`src/core/ctmw_pkg.sv`:
```
// Constants and types of the transceiver mode and wake controller.
// Assumes a 25 MHz pclk and an APB master with 32-bit data.
// Operation
// - Receive-only keeps driver off, receiver running
// - Receive-only accepted only in chip Normal/Stop
// - Wake-capable mode monitors the bus
// - Fail-Safe entry forces wake-capable mode
// - Wake drives receive pin low until mode changes or chip Stop/Fail-Safe entry rearms
// - Wake pattern: dominant, recessive, dominant, timed
// - Mode field still reads wake-capable after wake
// - Mode toggle away and back rearms wake
// - Chip Stop or Fail-Safe entry rearms wake
// - Rearm ignores the bus wake flag
// - Wake in Normal/Stop: interrupt, flag, pin low
// - Wake in Stop leaves chip in Stop
// - Stop wake enables watchdog when configured
// - Sleep wake requests restart, pin low
// - Sleep wake raises no interrupt
// - Fail-Safe wake: restart, no interrupt; Restart wake: neither
// - Transmit dominant time-out disables driver, flags
// - Driver returns when transmit input recessive
// - Bus dominant time-out sets failure flag
// - Supply low checked in active modes during chip Normal/Stop, disables driver
// - Supply recovery resumes driving automatically
// - Off is reset default and ignores wake
package ctmw_pkg;
    // ********************************************************
    // Timing
    // ********************************************************
    localparam int unsigned CLK_PERIOD_NS   = 40;
    localparam int unsigned WAKE_FILTER_NS  = 1000;
    localparam int unsigned WAKE_TIMEOUT_NS = 1000000;
    localparam int unsigned TXD_TIMEOUT_NS  = 1000000;
    localparam int unsigned BUS_TIMEOUT_NS  = 1000000;
    // Least times round up to whole cycles
    localparam int unsigned WAKE_FILT_CYC =
        (WAKE_FILTER_NS + CLK_PERIOD_NS - 1) / CLK_PERIOD_NS;
    localparam int unsigned WAKE_TO_CYC =
        (WAKE_TIMEOUT_NS + CLK_PERIOD_NS - 1) / CLK_PERIOD_NS;
    localparam int unsigned TXD_TO_CYC =
        (TXD_TIMEOUT_NS + CLK_PERIOD_NS - 1) / CLK_PERIOD_NS;
    localparam int unsigned BUS_TO_CYC =
        (BUS_TIMEOUT_NS + CLK_PERIOD_NS - 1) / CLK_PERIOD_NS;
    // ********************************************************
    // Register map
    // ********************************************************
    localparam logic [7:0] REG_CTRL = 8'h00;
    localparam logic [7:0] REG_WAKE = 8'h04;
    localparam logic [7:0] REG_FAIL = 8'h08;
    localparam int CTRL_MODE_LSB  = 0;
    localparam int CTRL_WDCFG_BIT = 2;
    localparam int WAKE_BUS_BIT   = 0;
    localparam int FAIL_CAN_BIT   = 0;
    localparam int FAIL_UV_BIT    = 1;
    localparam int FAIL_ARMED_BIT = 2;
    localparam int FAIL_TXTO_BIT  = 3;
    // ********************************************************
    // Encodings
    // ********************************************************
    localparam logic [1:0] MODE_OFF    = 2'h0;
    localparam logic [1:0] MODE_WAKE   = 2'h1;
    localparam logic [1:0] MODE_RXONLY = 2'h2;
    localparam logic [1:0] MODE_NORMAL = 2'h3;
    localparam logic [1:0] MODE_RST    = MODE_OFF;
    localparam logic [2:0] CHIP_NORMAL   = 3'h0;
    localparam logic [2:0] CHIP_STOP     = 3'h1;
    localparam logic [2:0] CHIP_SLEEP    = 3'h2;
    localparam logic [2:0] CHIP_RESTART  = 3'h3;
    localparam logic [2:0] CHIP_FAILSAFE = 3'h4;
    localparam logic [2:0] CHIP_INIT     = 3'h5;
    typedef enum logic [1:0] {WK_IDLE, WK_DOM1, WK_REC, WK_DOM2} ctmw_wk_t;
endpackage

```
`src/core/ctmw_sync.sv`:
```
// Two-stage synchroniser for pin levels.
// Assumes inputs asynchronous to pclk.
`timescale 1ns/1ps
`default_nettype none
module ctmw_sync
#(
    parameter int W = 1
)
(
    input  wire logic         pclk,    // Clock
    input  wire logic         presetn, // Async reset, low
    input  wire logic [W-1:0] din,     // Raw pin levels
    output logic      [W-1:0] dout     // Synchronised levels
);
    typedef struct packed
    {
        logic [W-1:0] s1;
        logic [W-1:0] s2;
    } ctmw_sync_t;
    ctmw_sync_t st_ff;
    ctmw_sync_t nxt_st;
    // First stage feeds only the second
    always_comb
    begin
        nxt_st    = st_ff;
        nxt_st.s1 = din;
        nxt_st.s2 = st_ff.s1;
    end
    always_ff @(posedge pclk or negedge presetn)
    begin
        if (!presetn)
            st_ff <= '0;
        else
            st_ff <= nxt_st;
    end
    assign dout = st_ff.s2;
endmodule
`default_nettype wire

```
`src/core/ctmw_timer.sv`:
```
// Saturating phase counter: counts while run is high.
// Assumes run comes from the pclk domain.
`timescale 1ns/1ps
`default_nettype none
module ctmw_timer
#(
    parameter int TW = 16
)
(
    input  wire logic          pclk,    // Clock
    input  wire logic          presetn, // Async reset, low
    input  wire logic          run,     // Count enable, else zero
    output logic      [TW-1:0] cnt      // Cycles counted
);
    typedef struct packed
    {
        logic [TW-1:0] cnt;
    } ctmw_tmr_t;
    ctmw_tmr_t st_ff;
    ctmw_tmr_t nxt_st;
    // Saturate so a stuck level never wraps to a short count
    always_comb
    begin
        nxt_st = st_ff;
        if (!run)
            nxt_st.cnt = '0;
        else if (st_ff.cnt != '1)
            nxt_st.cnt = st_ff.cnt + 1'b1;
    end
    always_ff @(posedge pclk or negedge presetn)
    begin
        if (!presetn)
            st_ff <= '0;
        else
            st_ff <= nxt_st;
    end
    assign cnt = st_ff.cnt;
endmodule
`default_nettype wire

```
`src/core/ctmw_ctrl.sv`:
```
// Transceiver mode, wake detection and fault controller.
// Assumes an APB master on pclk, chip mode from the chip state
// machine on pclk, and bus/transmit/supply levels from pins.
//
// Implementation choices: the register offsets and the APB slave port.
`timescale 1ns/1ps
`default_nettype none
module ctmw_ctrl
#(
    parameter int          TW            = 16,
    parameter int unsigned P_WAKE_FILT   = ctmw_pkg::WAKE_FILT_CYC,
    parameter int unsigned P_WAKE_TO     = ctmw_pkg::WAKE_TO_CYC,
    parameter int unsigned P_TXD_TO      = ctmw_pkg::TXD_TO_CYC,
    parameter int unsigned P_BUS_TO      = ctmw_pkg::BUS_TO_CYC
)
(
    input  wire logic        pclk,                      // Clock
    input  wire logic        presetn,                   // Async reset, low
    input  wire logic [7:0]  paddr,                     // APB address
    input  wire logic        psel,                      // APB select
    input  wire logic        penable,                   // APB enable
    input  wire logic        pwrite,                    // APB write
    input  wire logic [31:0] pwdata,                    // APB write data
    output logic      [31:0] prdata,                    // APB read data
    output logic             pready,                    // APB ready
    output logic             pslverr,                   // APB error
    input  wire logic [2:0]  chip_mode,                 // Chip-level mode
    input  wire logic        watchdog_enabled_in,       // Watchdog running
    input  wire logic        bus_transmit_in,           // Transmit pin, low dominant
    input  wire logic        bus_dominant_in,           // Receiver sees dominant
    input  wire logic        transceiver_supply_low_in, // Supply below threshold
    output logic             bus_receive_pin,           // Receive pin, low dominant
    output logic             bus_drive_dominant,        // Driver pulls dominant
    output logic             bus_driver_en,             // Driver stage enabled
    output logic             bus_bias_en,               // Half-supply bias on
    output logic             int_n,                     // Interrupt, low pulse
    output logic             restart_req,               // Chip restart request
    output logic             watchdog_enable_req        // Watchdog enable pulse
);
    import ctmw_pkg::*;

    // ********************************************************
    // State
    // ********************************************************
    typedef struct packed
    {
        logic [1:0]  mode;
        logic        wd_cfg;
        logic        bus_wake_flag;
        logic        can_fail;
        logic        supply_low_flag;
        logic        armed;
        logic        woke;
        logic        tx_to;
        logic        bus_to;
        logic        uv_act;
        ctmw_wk_t    wk;
        logic        prev_dom;
        logic [2:0]  prev_chip;
        logic        rxd;
        logic        drv;
        logic        tx_out;
        logic        bias;
        logic        irq;
        logic        restart;
        logic        wden;
        logic [31:0] rdata;
        logic        err;
    } ctmw_st_t;

    ctmw_st_t st_ff;
    ctmw_st_t nxt_st;

    logic [2:0]    pins_s;
    logic          txd_dom;
    logic          bus_dom;
    logic          supply_low;
    logic [TW-1:0] ph_cnt;
    logic [TW-1:0] tx_cnt;
    logic [TW-1:0] bus_cnt;
    logic          wake_run;
    logic          chg;
    logic          ph_ok;
    logic          ph_to;
    logic          wake_hit;
    logic          chip_ns;
    logic          active;
    logic          wr_en;
    logic          rd_setup;

    // ********************************************************
    // Pin synchronisers and phase counters
    // ********************************************************
    ctmw_sync #(.W(3)) u_sync
    (
        .pclk    (pclk),
        .presetn (presetn),
        .din     ({transceiver_supply_low_in, bus_dominant_in, bus_transmit_in}),
        .dout    (pins_s)
    );

    // Transmit pin is low when dominant
    assign txd_dom    = ~pins_s[0];
    assign bus_dom    = pins_s[1];
    assign supply_low = pins_s[2];

    // Misc decodes
    assign chip_ns  = (chip_mode == CHIP_NORMAL) || (chip_mode == CHIP_STOP);
    assign active   = (st_ff.mode == MODE_NORMAL) || (st_ff.mode == MODE_RXONLY);
    assign wake_run = (st_ff.mode == MODE_WAKE) && st_ff.armed;
    assign chg      = bus_dom != st_ff.prev_dom;
    assign wr_en    = psel && penable && pwrite;
    assign rd_setup = psel && !penable;

    // phase counters
    // Counter restarts on every bus level change
    ctmw_timer #(.TW(TW)) u_phase
    (
        .pclk    (pclk),
        .presetn (presetn),
        .run     (wake_run && !chg),
        .cnt     (ph_cnt)
    );

    ctmw_timer #(.TW(TW)) u_txd
    (
        .pclk    (pclk),
        .presetn (presetn),
        .run     ((st_ff.mode == MODE_NORMAL) && txd_dom),
        .cnt     (tx_cnt)
    );

    ctmw_timer #(.TW(TW)) u_bus
    (
        .pclk    (pclk),
        .presetn (presetn),
        .run     (active && bus_dom),
        .cnt     (bus_cnt)
    );

    assign ph_ok = (ph_cnt >= TW'(P_WAKE_FILT)) && (ph_cnt < TW'(P_WAKE_TO));
    assign ph_to = ph_cnt >= TW'(P_WAKE_TO);

    // ********************************************************
    // Next state
    // ********************************************************
    always_comb
    begin
        nxt_st           = st_ff;
        wake_hit         = 1'b0;
        nxt_st.irq       = 1'b0;
        nxt_st.restart   = 1'b0;
        nxt_st.wden      = 1'b0;
        nxt_st.prev_dom  = bus_dom;
        nxt_st.prev_chip = chip_mode;

        // pattern tracker
        // Runs only in armed wake-capable mode, so Off ignores the bus
        if (!wake_run)
            nxt_st.wk = WK_IDLE;
        else
        begin
            case (st_ff.wk)
                WK_IDLE:
                    if (chg && bus_dom)
                        nxt_st.wk = WK_DOM1;
                WK_DOM1:
                    if (ph_to)
                        nxt_st.wk = WK_IDLE;
                    else if (chg)
                        nxt_st.wk = ph_ok ? WK_REC : WK_IDLE;
                WK_REC:
                    // A short gap restarts the count at the new dominant
                    if (ph_to)
                        nxt_st.wk = WK_IDLE;
                    else if (chg)
                        nxt_st.wk = ph_ok ? WK_DOM2 : WK_DOM1;
                WK_DOM2:
                    if (ph_to)
                        nxt_st.wk = WK_IDLE;
                    else if (chg)
                    begin
                        nxt_st.wk = WK_IDLE;
                        wake_hit  = ph_ok;
                    end
                default:
                    nxt_st.wk = WK_IDLE;
            endcase
        end

        // Software clears first so a same-cycle hardware set wins
        if (wr_en && (paddr == REG_CTRL))
        begin
            if ((pwdata[CTRL_MODE_LSB +: 2] != MODE_RXONLY) || chip_ns)
                nxt_st.mode = pwdata[CTRL_MODE_LSB +: 2];
            nxt_st.wd_cfg = pwdata[CTRL_WDCFG_BIT];
        end
        if (wr_en && (paddr == REG_WAKE) && pwdata[WAKE_BUS_BIT])
            nxt_st.bus_wake_flag = 1'b0;
        if (wr_en && (paddr == REG_FAIL))
        begin
            if (pwdata[FAIL_CAN_BIT])
                nxt_st.can_fail = 1'b0;
            if (pwdata[FAIL_UV_BIT])
                nxt_st.supply_low_flag = 1'b0;
        end

        // rearm by leaving wake mode
        // The wake flag plays no part in rearming
        if (st_ff.mode != MODE_WAKE)
        begin
            nxt_st.armed = 1'b1;
            nxt_st.woke  = 1'b0;
        end
        // rearm on chip Stop or Fail-Safe entry
        if ((chip_mode != st_ff.prev_chip) &&
            ((chip_mode == CHIP_STOP) || (chip_mode == CHIP_FAILSAFE)))
        begin
            nxt_st.armed = 1'b1;
            nxt_st.woke  = 1'b0;
        end
        if ((chip_mode == CHIP_FAILSAFE) && (st_ff.prev_chip != CHIP_FAILSAFE))
            nxt_st.mode = MODE_WAKE;

        // wake keeps the mode field unchanged
        if (wake_hit)
        begin
            nxt_st.woke          = 1'b1;
            nxt_st.armed         = 1'b0;
            nxt_st.bus_wake_flag = 1'b1;
            case (chip_mode)
                CHIP_NORMAL:
                    nxt_st.irq = 1'b1;
                // stay in Stop, maybe start watchdog
                CHIP_STOP:
                begin
                    nxt_st.irq  = 1'b1;
                    nxt_st.wden = st_ff.wd_cfg && !watchdog_enabled_in;
                end
                CHIP_SLEEP,
                CHIP_FAILSAFE:
                    nxt_st.restart = 1'b1;
                default:
                    nxt_st.restart = 1'b0;
            endcase
        end

        // transmit dominant time-out
        // Clears itself once the transmit input goes recessive
        if ((st_ff.mode == MODE_NORMAL) && txd_dom && (tx_cnt >= TW'(P_TXD_TO)))
            nxt_st.tx_to = 1'b1;
        else if (!txd_dom || (st_ff.mode != MODE_NORMAL))
            nxt_st.tx_to = 1'b0;
        if (nxt_st.tx_to && !st_ff.tx_to)
            nxt_st.can_fail = 1'b1;

        // bus clamp detection
        // Needs the level still dominant, so a clamp must outlast the count
        nxt_st.bus_to = active && bus_dom && (bus_cnt >= TW'(P_BUS_TO));
        if (nxt_st.bus_to && !st_ff.bus_to)
            nxt_st.can_fail = 1'b1;

        // supply check only when it matters
        nxt_st.uv_act = active && chip_ns && supply_low;
        // Held set while low, so a clear during the fault does not stick
        if (nxt_st.uv_act)
            nxt_st.supply_low_flag = 1'b1;

        nxt_st.drv = (nxt_st.mode == MODE_NORMAL) && chip_ns &&
                     !nxt_st.tx_to && !nxt_st.uv_act;
        // driver follows the pin only once enabled
        nxt_st.tx_out = nxt_st.drv && txd_dom;
        nxt_st.bias   = (nxt_st.mode == MODE_NORMAL) || (nxt_st.mode == MODE_RXONLY);

        case (nxt_st.mode)
            MODE_NORMAL,
            MODE_RXONLY:
                nxt_st.rxd = ~bus_dom;
            MODE_WAKE:
                nxt_st.rxd = ~nxt_st.woke;
            default:
                nxt_st.rxd = 1'b1;
        endcase

        // Read data latched in setup so the access phase needs no wait
        if (rd_setup)
        begin
            nxt_st.err   = 1'b0;
            nxt_st.rdata = 32'h0;
            case (paddr)
                REG_CTRL:
                begin
                    nxt_st.rdata[CTRL_MODE_LSB +: 2] = st_ff.mode;
                    nxt_st.rdata[CTRL_WDCFG_BIT]     = st_ff.wd_cfg;
                end
                REG_WAKE:
                    nxt_st.rdata[WAKE_BUS_BIT] = st_ff.bus_wake_flag;
                REG_FAIL:
                begin
                    nxt_st.rdata[FAIL_CAN_BIT]   = st_ff.can_fail;
                    nxt_st.rdata[FAIL_UV_BIT]    = st_ff.supply_low_flag;
                    nxt_st.rdata[FAIL_ARMED_BIT] = st_ff.armed;
                    nxt_st.rdata[FAIL_TXTO_BIT]  = st_ff.tx_to;
                end
                default:
                    nxt_st.err = 1'b1;
            endcase
        end
    end

    // ********************************************************
    // Registers and outputs
    // ********************************************************
    always_ff @(posedge pclk or negedge presetn)
    begin
        if (!presetn)
        begin
            st_ff      <= '0;
            st_ff.mode <= MODE_RST;
            st_ff.rxd  <= 1'b1;
        end
        else
            st_ff <= nxt_st;
    end

    assign prdata              = st_ff.rdata;
    assign pready              = 1'b1;
    assign pslverr             = st_ff.err && psel && penable;
    assign bus_receive_pin     = st_ff.rxd;
    assign bus_drive_dominant  = st_ff.tx_out;
    assign bus_driver_en       = st_ff.drv;
    assign bus_bias_en         = st_ff.bias;
    assign int_n               = ~st_ff.irq;
    assign restart_req         = st_ff.restart;
    assign watchdog_enable_req = st_ff.wden;
endmodule
`default_nettype wire

```
`config.mk`:
```
export PLATFORM = sky130hd
export DESIGN_NAME = ctmw_ctrl
export DESIGN_NICKNAME = d
export VERILOG_FILES = /design/src/core/ctmw_pkg.sv /design/src/core/ctmw_sync.sv /design/src/core/ctmw_timer.sv /design/src/core/ctmw_ctrl.sv
export SDC_FILE = /design/constraint.sdc
export NUM_CORES = 1
export LEC_CHECK = 0
export ABC_AREA = 1
export BUFFER_PORTS_ARGS = -buffer_cell sky130_fd_sc_hd__buf_2
export CAP_MARGIN = 20
export CELL_PAD_IN_SITES_DETAIL_PLACEMENT = 0
export CELL_PAD_IN_SITES_GLOBAL_PLACEMENT = 1
export CORE_MARGIN = 10
export CORE_UTILIZATION = 45
export DETAILED_ROUTE_END_ITERATION = 8
export GPL_TIMING_DRIVEN = 0
export PLACE_DENSITY = 0.94
export SLEW_MARGIN = 20
export SYNTH_ARGS = -nofsm -noshare
export SYNTH_HDL_FRONTEND = slang
export SYNTH_HIERARCHICAL = 1
export SYNTH_SLANG_ARGS = --single-unit
```
`constraint.sdc`:
```
create_clock -name pclk -period 2.4 [get_ports pclk]
set_input_delay 0 -clock pclk [delete_from_list [all_inputs] [get_ports pclk]]
set_output_delay 0 -clock pclk [all_outputs]
set_load 0.005 [all_outputs]
```
==> results of run 1 <==
==> final timing paths <==
kind / start / to / slack [ns] / depth (start not counted)
setup / recovery: st_ff[56] / u_phase/cnt[0] / 0.61 / 9
hold / removal: pwdata[0] / st_ff[53] / 0.01 / 4
setup reg to reg: st_ff[56] / u_phase/cnt[0] / 0.61 / 9
hold reg to reg: u_sync/nxt_st[2] / u_sync/dout[2] / 0.36 / 0
max in group asynchronous: presetn / bus_receive_pin / 1.63 / 3
min in group asynchronous: presetn / u_txd/cnt[2] / 0.13 / 2
==> report_power, final <==
group          switching [mW]  internal [mW]
clock                   0.574          0.804
combinational           0.170          0.131
sequential             0.0338           1.42
==> routing by layer <==
metal / up-vias / share of wire, % / global-route usage (%)
li1: 2332 / - / -
met1: 2081 / 44 / 18.6
met2: 107 / 49 / 25.0
met3: 9 / 5.4 / 4.27
met4: 0 / 0.81 / 4.01
met5: - / 0 / 0
==> worst reg2reg max path, cell delays in order, from the launching register on <==
cell	delay, ns
dfrtp_1	0.47
nor2_4	0.16
nand2_2	0.09
inv_2	0.07
nand2_1	0.05
inv_1	0.05
buf_4	0.18
buf_1	0.41
nand3_1	0.14
nand2_1	0.10
==> cell type report <==
cell class | count | area [um^2]
fillers | 1057 | 5300
multi-input cells | 512 | 2730
well taps | 143 | 179
repair buffers | 45 | 300
plain buffers | 43 | 323
inverters | 86 | 330
clock buffers | 9 | 225
flip-flops and latches | 82 | 2050
clock inverters | 7 | 70.1
==> logic make-up after synthesis <==
group	count (synthesis)	share of synthesized area (%)
xor gates and xnor gates	3	0.492
buffers and inverters	129	12.2
and+or+nand+nor	438	43.3
other	2	0.141
DFF	82	38.5
AOI/OAI and AO/OA	38	4.45
adders and majority gates	4	0.938
==> state kept, by name (all words and copies together) (netlist names) <==
name and flops:
bus_bias_en 1, bus_drive_dominant 1, bus_driver_en 1, bus_receive_pin 1
prdata 4, restart_req 1, st_ff 18, u_bus/cnt 16
u_phase/cnt 16, u_sync/dout 3, u_sync/nxt_st 3, u_txd/cnt 16
watchdog_enable_req 1
==> layout by cell type (no fill, tap or decap), types with 21 or more instances in the layout <==
cell and n:
nor2_1 70, dfrtp_1 81, buf_4 38, nand4_1 21
nand3_1 83, inv_1 72, buf_2 33, conb_1 29
nand2_1 178, nand2_2 22
==> results.md, run 1 <==
* Max cap viols at 0
* CP max FO at 10
* Relative slew margins at 64.3%
* Critical-path top delay cell: dfrtp_1
* Worst path bufs/invs at 4
* Area of placed instances at 5820 um^2
* Gr ovfl total at 0
* Synth area leaders: dfrtp_1, nand2_1, nand3_1
* Synthesized area per cell at 7.67 um^2
* EDFF count, synth at 0
* Fin. Hold Viols at 0
* Worst Path Class, Setup: reg -> reg
* Rows at 39
* Register area share after synthesis at 38.5%
* WP data arrival at 2.06 ns
* Critical path cell sequence: nor2_4 -> nand2_2 -> inv_2 -> nand2_1 -> inv_1 -> buf_4 -> buf_1 -> nand3_1 -> nand2_1
* Port bufs at 34
* Initial antenna violation count at 0
* Non-filler cells, final at 927
* Core footprint at 11500 um^2
* Largest net degree at the start of global routing at 57
* Final #Nets at 835
* Hold buffers post-CTS at 10
* Share of cells above drive strength 1 at 23.6%
* Post-route cell area at 6210 um^2
* Worst setup SP type: register
* Root buffer cell: clkbuf_16
* Tightest Pin Transition at 0.531 ns
* Clock-pin transition on the worst setup and hold timing paths at 0.06 ns
* Drt wl/cell at 12.9 um
* Status: finished, final reports clean
* H-tree lvl count at 3
* Final wirelength at 12000 um
* Total clock buffers created by CTS at 9
* Detailed Place HPWL at 8850 um
* Final ANT Viol Nets at 0
* Initial core utilization at 46.3%
* Top-count cell post-synth: nand2_1
* Tot GR Track Use at 15.0%
* Vias in the first global route at 4477
* Area Growth Syn to Fin at 16.4%
* Fin. max-slew vios at 0
* Final Power at 3.13 mW
* Max incr delay on CP at 0.47 ns
* Maximum clock frequency at 558 MHz
* Die height at 129 um
* Clock Sinks at 82
* DRT iter0 DRCs at 435
* Die W at 129 um
* GPL Wtd Cong at 0.834
* DRC errors left at 0
* First-pass GRT wire length at 20700 um
* Pre-CTS setup slack at 0.646 ns
* Antenna Cells at 0
* Cts repair resizes at 0
* Ys flop type: dfrtp_1
* Synth Register Bits at 82
* I/O Pins at 93
* Syn Std Cell Area at 5340 um^2
* CTS tree: done
* Die area at 16600 um^2
* Final Cycle Share at 74.7%
* Skew final at 0.00507 ns
* Largest buffer count on any clock path at 2
* Worst endpoint required time at 2.67 ns
* HP Class: in -> reg
* Setup violations, final at 0
* Async set-or-reset flop fraction in the synthesized netlist at 100%
* Pwr/cell area at 504 nW/um^2
* Synth Instances at 696
* Netlist cell types at 43
* Total negative slack at 0 ns
* Synth Warn # at 6
* Worst skew pair latency at 0.34 ns
* Synth area leader: dfrtp_1
* 1st-pass router iterations at 8
* RSZ-0062 raised after global routing: no
* Most frequent cells after synthesis: nand2_1, nand3_1, dfrtp_1
* Minimum clock period at 1.79 ns
* Post-CTS Setup Bufs at 0
* Worst VDD drop at 0.329 mV
* Final setup margin at 0.608 ns
* Crit path capture type: register
* CP top delay family: buffers and inverters
* Post-placement cell count at 901
* Min Hold Slack at 0.0120 ns
* Core Util, Final at 54.0%
* Pleak at 3.34 nW
* Post-synth top area share at 38.0%
* Via density at 4.89
* Most frequent CP cell: nand2_1
* Via count at 4529
Power figures use the tool's default switching activity.
==> run 2, diff against run 1 <==
Settings changed: CORE_UTILIZATION 45 to 41, PLACE_DENSITY 0.94 to 0.87.
Clock period 2.4 ns to 1.86 ns, I/O delays scaled along.
==> run 2 against run 1 <==
Effect of this change:
- cell area up 0.28%
- setup slack got worse by 0.34 ns
- cell count increased by 2.8%
- combinational power is 27% higher
- largest cell class unchanged
==> results.md, run 2 (synthesis gave the netlist of run 1 again) <==
* Clock-pin transition on the worst setup and hold timing paths at 0.06 ns
* Core footprint at 12700 um^2
* Cells on worst reg2reg path at 6
* Worst VDD drop at 0.467 mV
* Worst endpoint required time at 2.12 ns
* Die W at 134 um
* Hold depth at 4
* Most common cell after layout, fill and taps aside: nand2_1
* Worst r2r dst: bus_receive_pin
* Largest buffer count on any clock path at 2
* Largest Register: st_ff
* First-pass GRT wire length at 20700 um
* Worst Hold Path EP: prdata[0]
* Reg area at 2050 um^2
* Most frequent cells in the layout: nand2_1, nand3_1, dfrtp_1
* RSZ-0062 raised after global routing: no
* Post-route cell area at 6230 um^2
* Relative slew margins at 59.6%
* GPL Wtd Cong at 0.852
* Core Util, Final at 49.2%
* Fin. max-slew vios at 0
* DRT iter0 DRCs at 348
* Worst setup SP type: register
* WP data arrival at 1.85 ns
* Crit path from: u_phase/cnt[10]
* Via count at 4458
* Crit path capture type: register
* Worst path bufs/invs at 0
* WL met2 at 6040 um
* Rows at 41
* Vias in the first global route at 4447
* Worst skew pair latency at 0.34 ns
* Setup violations, final at 0
* Status: finished, final reports clean
* Antenna Cells at 0
* Tightest Pin Transition at 0.600 ns
* Multi-input gate area at 2730 um^2
* Share of cells above drive strength 1 at 23.3%
* Metal1 wirelength at 5190 um
* Minimum clock period at 1.59 ns
* Critical path cell sequence: nor2_1 -> nand3b_1 -> o21ai_1 -> nand4_2 -> nand2_1 -> a21oi_2
* Area of placed instances at 5850 um^2
* H-tree lvl count at 3
* CTS tree: done
* Final Power at 3.96 mW
* Clock Sinks at 82
* HP Start: penable
* Tot GR Track Use at 13.6%
* Pleak at 3.33 nW
* DRC errors left at 0
* CP max FO at 6
* FF-to-FF setup slack at 0.27 ns
* Gr ovfl total at 0
* Total clock buffers created by CTS at 9
* Die height at 134 um
* Fin. Hold Viols at 0
* Critical-path top delay cell: dfrtp_1
* I/O Pins at 93
* Initial core utilization at 42.1%
* Drt wl/cell at 12.4 um
* Top layer in use: met4
* HP Class: in -> reg
* Final wirelength at 11800 um
* Maximum clock frequency at 628 MHz
* Die area at 18000 um^2
* Via density at 4.68
* Worst r2r src: u_phase/cnt[10]
* CP top delay family: simple AND/OR/NAND/NOR gates
* Number of flip-flops under the largest register name at 18
* 1st-pass router iterations at 7
* Detailed Place HPWL at 8920 um
* Min Hold Slack at 0.0210 ns
* Filler cells at 1217
* Pwr/cell area at 635 nW/um^2
* Area Growth Syn to Fin at 16.7%
* Total negative slack at 0 ns
* WL met3 at 431 um
* Final Cycle Share at 85.6%
* Port bufs at 34
* Root buffer cell: clkbuf_16
* Largest net degree at the start of global routing at 47
* Final ANT Viol Nets at 0
* Final #Nets at 834
* Worst Path Class, Setup: reg -> reg
* Max incr delay on CP at 0.46 ns
* Skew final at 0.00709 ns
* Max cap viols at 0
* Initial antenna violation count at 0
[run 2: changes by cell type in the layout (fill, tap and decap cells not counted), sizes merged]
cell | before | now
buf | 78 | 76
clkinv | 5 | 3
clkbuf | 9 | 10
clkinvlp | 1 | 0
dlygate4sd3 | 10 | 11
[run 2: worst max-delay path by stage]
stage               cells past startpoint  slack, ns         endpoint
floorplan                               7       0.40   u_phase/cnt[9]
global placement                        1       0.09    u_bus/cnt[10]
detailed placement                      6       0.13    u_txd/cnt[10]
CTS                                     6       0.12     u_txd/cnt[7]
global route                            6       0.13    u_txd/cnt[11]
finish                                  6       0.27  bus_receive_pin
[run 2: cell type report]
type                    count  share of cell area (%)
clock inverters             4                   0.723
well taps                 172                    3.45
inverters                  86                    5.30
multi-input cells         512                    43.9
clock buffers              10                    3.67
flip-flops and latches     82                    33.0
repair buffers             46                    4.98
plain buffers              41                    5.06
[run 2: stage by stage]
step | setup WS, ns | cells
after floorplan | 0.403 | 723
after detailed placement | 0.135 | 930
after CTS | 0.125 | 955
final | 0.269 | 953
after global routing | 0.133 | 953
after global placement | 0.0945 | 929
[run 2: power breakdown]
| part | switching, mW | leakage (nW) | total (mW) | internal, mW |
|---|---|---|---|---|
| sequential | 0.0434 | 1.09 | 1.88 | 1.83 |
| combinational | 0.213 | 2.11 | 0.382 | 0.169 |
| clock | 0.679 | 0.138 | 1.70 | 1.02 |
[run 2: what timing repair did]
action | 4_1_cts | 5_1_grt
buffers inserted | 0 | 0
endpoints found under the hold margin | 46 | 0
resized for setup | 0 | 0
hold buffers | 11 | 0
endpoints found under the setup margin | 0 | 20
[run 2: worst reg2reg max path, delay by kind of cell, from the launching register on]
family	cells	cell delay, ns
and+or+nand+nor	4	0.77
AOI/OAI and AO/OA	2	0.30
DFF	1	0.46
[run 2: layer usage]
metal	vias up	GRT usage, %
li1	2321	-
met5	-	0
met2	63	24.0
met1	2062	15.9
met4	0	3.51
met3	12	3.70
==> run 3, diff against run 2 <==
Settings changed: RECOVER_POWER set to 100.
==> run 3 against run 2 <==
Effect of this change:
- non-clock buffer count is the same
- via count hardly changed
- die area did not move
- cell area down 1.9%
- first-iteration DRC count rose by 7.2%
- critical path type unchanged
==> results.md, run 3 (synthesis gave the netlist of run 1 again) <==
* I/O Pins at 93
* Tot GR Track Use at 13.6%
* Skew final at 0.00677 ns
* First-pass GRT wire length at 20700 um
* Die height at 134 um
* Pleak at 3.23 nW
* Die W at 134 um
* FF-to-FF setup slack at 0.21 ns
* Final ANT Viol Nets at 0
* Core footprint at 12700 um^2
* Clock Sinks at 82
* WP data arrival at 1.92 ns
* Final #Nets at 834
* Max cap viols at 0
* Gr ovfl total at 0
* Initial core utilization at 42.1%
* Final Cycle Share at 88.6%
* GPL Wtd Cong at 0.852
* DRC errors left at 0
* H-tree lvl count at 3
* Status: finished, final reports clean
* Largest Register: st_ff
* Final wirelength at 11800 um
* HP Class: in -> reg
* Largest net degree at the start of global routing at 47
* Largest buffer count on any clock path at 2
* Root buffer cell: clkbuf_16
* Relative slew margins at 33.1%
* Worst skew pair latency at 0.34 ns
* Minimum clock period at 1.65 ns
* Via count at 4459
* Share of cells above drive strength 1 at 19.0%
* Vias in the first global route at 4447
* Fin. max-slew vios at 0
* Final Power at 3.95 mW
* Filler cells at 1252
* Number of flip-flops under the largest register name at 18
* Initial antenna violation count at 0
* Worst endpoint required time at 2.13 ns
* Tightest Pin Transition at 1.00 ns
* Post-route cell area at 6110 um^2
* Worst Path Class, Setup: reg -> reg
* Pwr/cell area at 646 nW/um^2
* Most common cell after layout, fill and taps aside: nand2_1
* Maximum clock frequency at 607 MHz
* Worst VDD drop at 0.468 mV
* Worst setup SP type: register
* Detailed Place HPWL at 8920 um
* Area of placed instances at 5850 um^2
* CP max FO at 19
* Clock-pin transition on the worst setup and hold timing paths at 0.06 ns
* Total negative slack at 0 ns
* Area Growth Syn to Fin at 14.5%
* Antenna Cells at 0
* RSZ-0062 raised after global routing: no
* 1st-pass router iterations at 4
* DRT iter0 DRCs at 373
* Die area at 18000 um^2
* Port bufs at 34
* Total clock buffers created by CTS at 9
* Rows at 41
* Via density at 4.68
* Drt wl/cell at 12.4 um
* Setup violations, final at 0
* Fin. Hold Viols at 0
* CTS tree: done
* Most frequent cells in the layout: nand2_1, nand3_1, dfrtp_1
* Post-CTS Setup Bufs at 0
* Crit path capture type: register
-- run 3: changes by cell type in the layout (fill, tap and decap cells not counted), moves of 2 or more --
cell / previous run / this run
buf_2: 33 / 20
buf_4: 38 / 35
clkbuf_1: 1 / 15
clkbuf_2: 0 / 2
nand2_1: 178 / 190
nand2_2: 22 / 12
nand2_4: 5 / 3
nor2_1: 70 / 74
nor2_4: 11 / 7
-- run 3: metal layers --
| layer | GRT usage, % | vias up | routed length (um) |
|---|---|---|---|
| met2 | 24.0 | 74 | 5970 |
| met4 | 3.51 | 0 | 129 |
| li1 | - | 2321 | - |
| met3 | 3.70 | 12 | 492 |
| met5 | 0 | - | 0 |
| met1 | 15.9 | 2052 | 5230 |
-- run 3: report_power, final --
group	internal, mW	total [mW]	switching (mW)	leakage [nW]
Clock	1.02	1.70	0.683	0.138
Sequential	1.83	1.88	0.0432	1.09
Combinational	0.161	0.367	0.206	2.00
-- run 3: final timing paths --
kind                                  start         endpoint  cells past startpoint
setup / recovery                  st_ff[56]  u_phase/cnt[11]                      9
hold / removal                      penable        prdata[0]                      4
setup reg to reg                  st_ff[56]  u_phase/cnt[11]                      9
hold reg to reg            u_sync/nxt_st[2]   u_sync/dout[2]                      0
max in group asynchronous           presetn  bus_receive_pin                      3
min in group asynchronous           presetn     u_txd/cnt[2]                      2
-- run 3: worst max-delay path: stages, from the launching register on --
cell	delay [ns]
dfrtp_1	0.44
nor2_1	0.23
nand2_2	0.12
inv_1	0.08
nand2_1	0.06
inv_1	0.05
buf_4	0.23
nand3_4	0.13
buf_6	0.16
nand2_1	0.07
-- run 3: repair_timing --
| action | 4_1_cts | 5_1_grt |
|---|---|---|
| setup endpoints to repair | 0 | 20 |
| hold endpoints to repair | 46 | 0 |
| gates resized for setup | 0 | 0 |
| hold buffers | 11 | 0 |
-- run 3: layout make-up --
type	instances	area, um^2	area share (%)
Multi-Input combinational cell	512	2630	43.1
Tap cell	172	215	3.52
Sequential cell	82	2050	33.6
Buffer	41	313	5.12
Timing Repair Buffer	46	292	4.77
Clock buffer	10	229	3.75
Clock inverter	4	45.0	0.737
Inverter	86	330	5.41
-- run 3: metrics by stage --
step | cells | hold slack (ns) | worst slack (ns) | utilization, %
final | 953 | 0.0310 | 0.212 | 48.2
after global routing | 953 | 0.0417 | 0.0847 | 48.2
after CTS | 955 | 0.0102 | 0.125 | 49.2
after detailed placement | 930 | 0.0138 | 0.135 | 46.2
after global placement | 929 | 0.111 | 0.0945 | 46.0
after floorplan | 723 | -0.296 | 0.403 | -
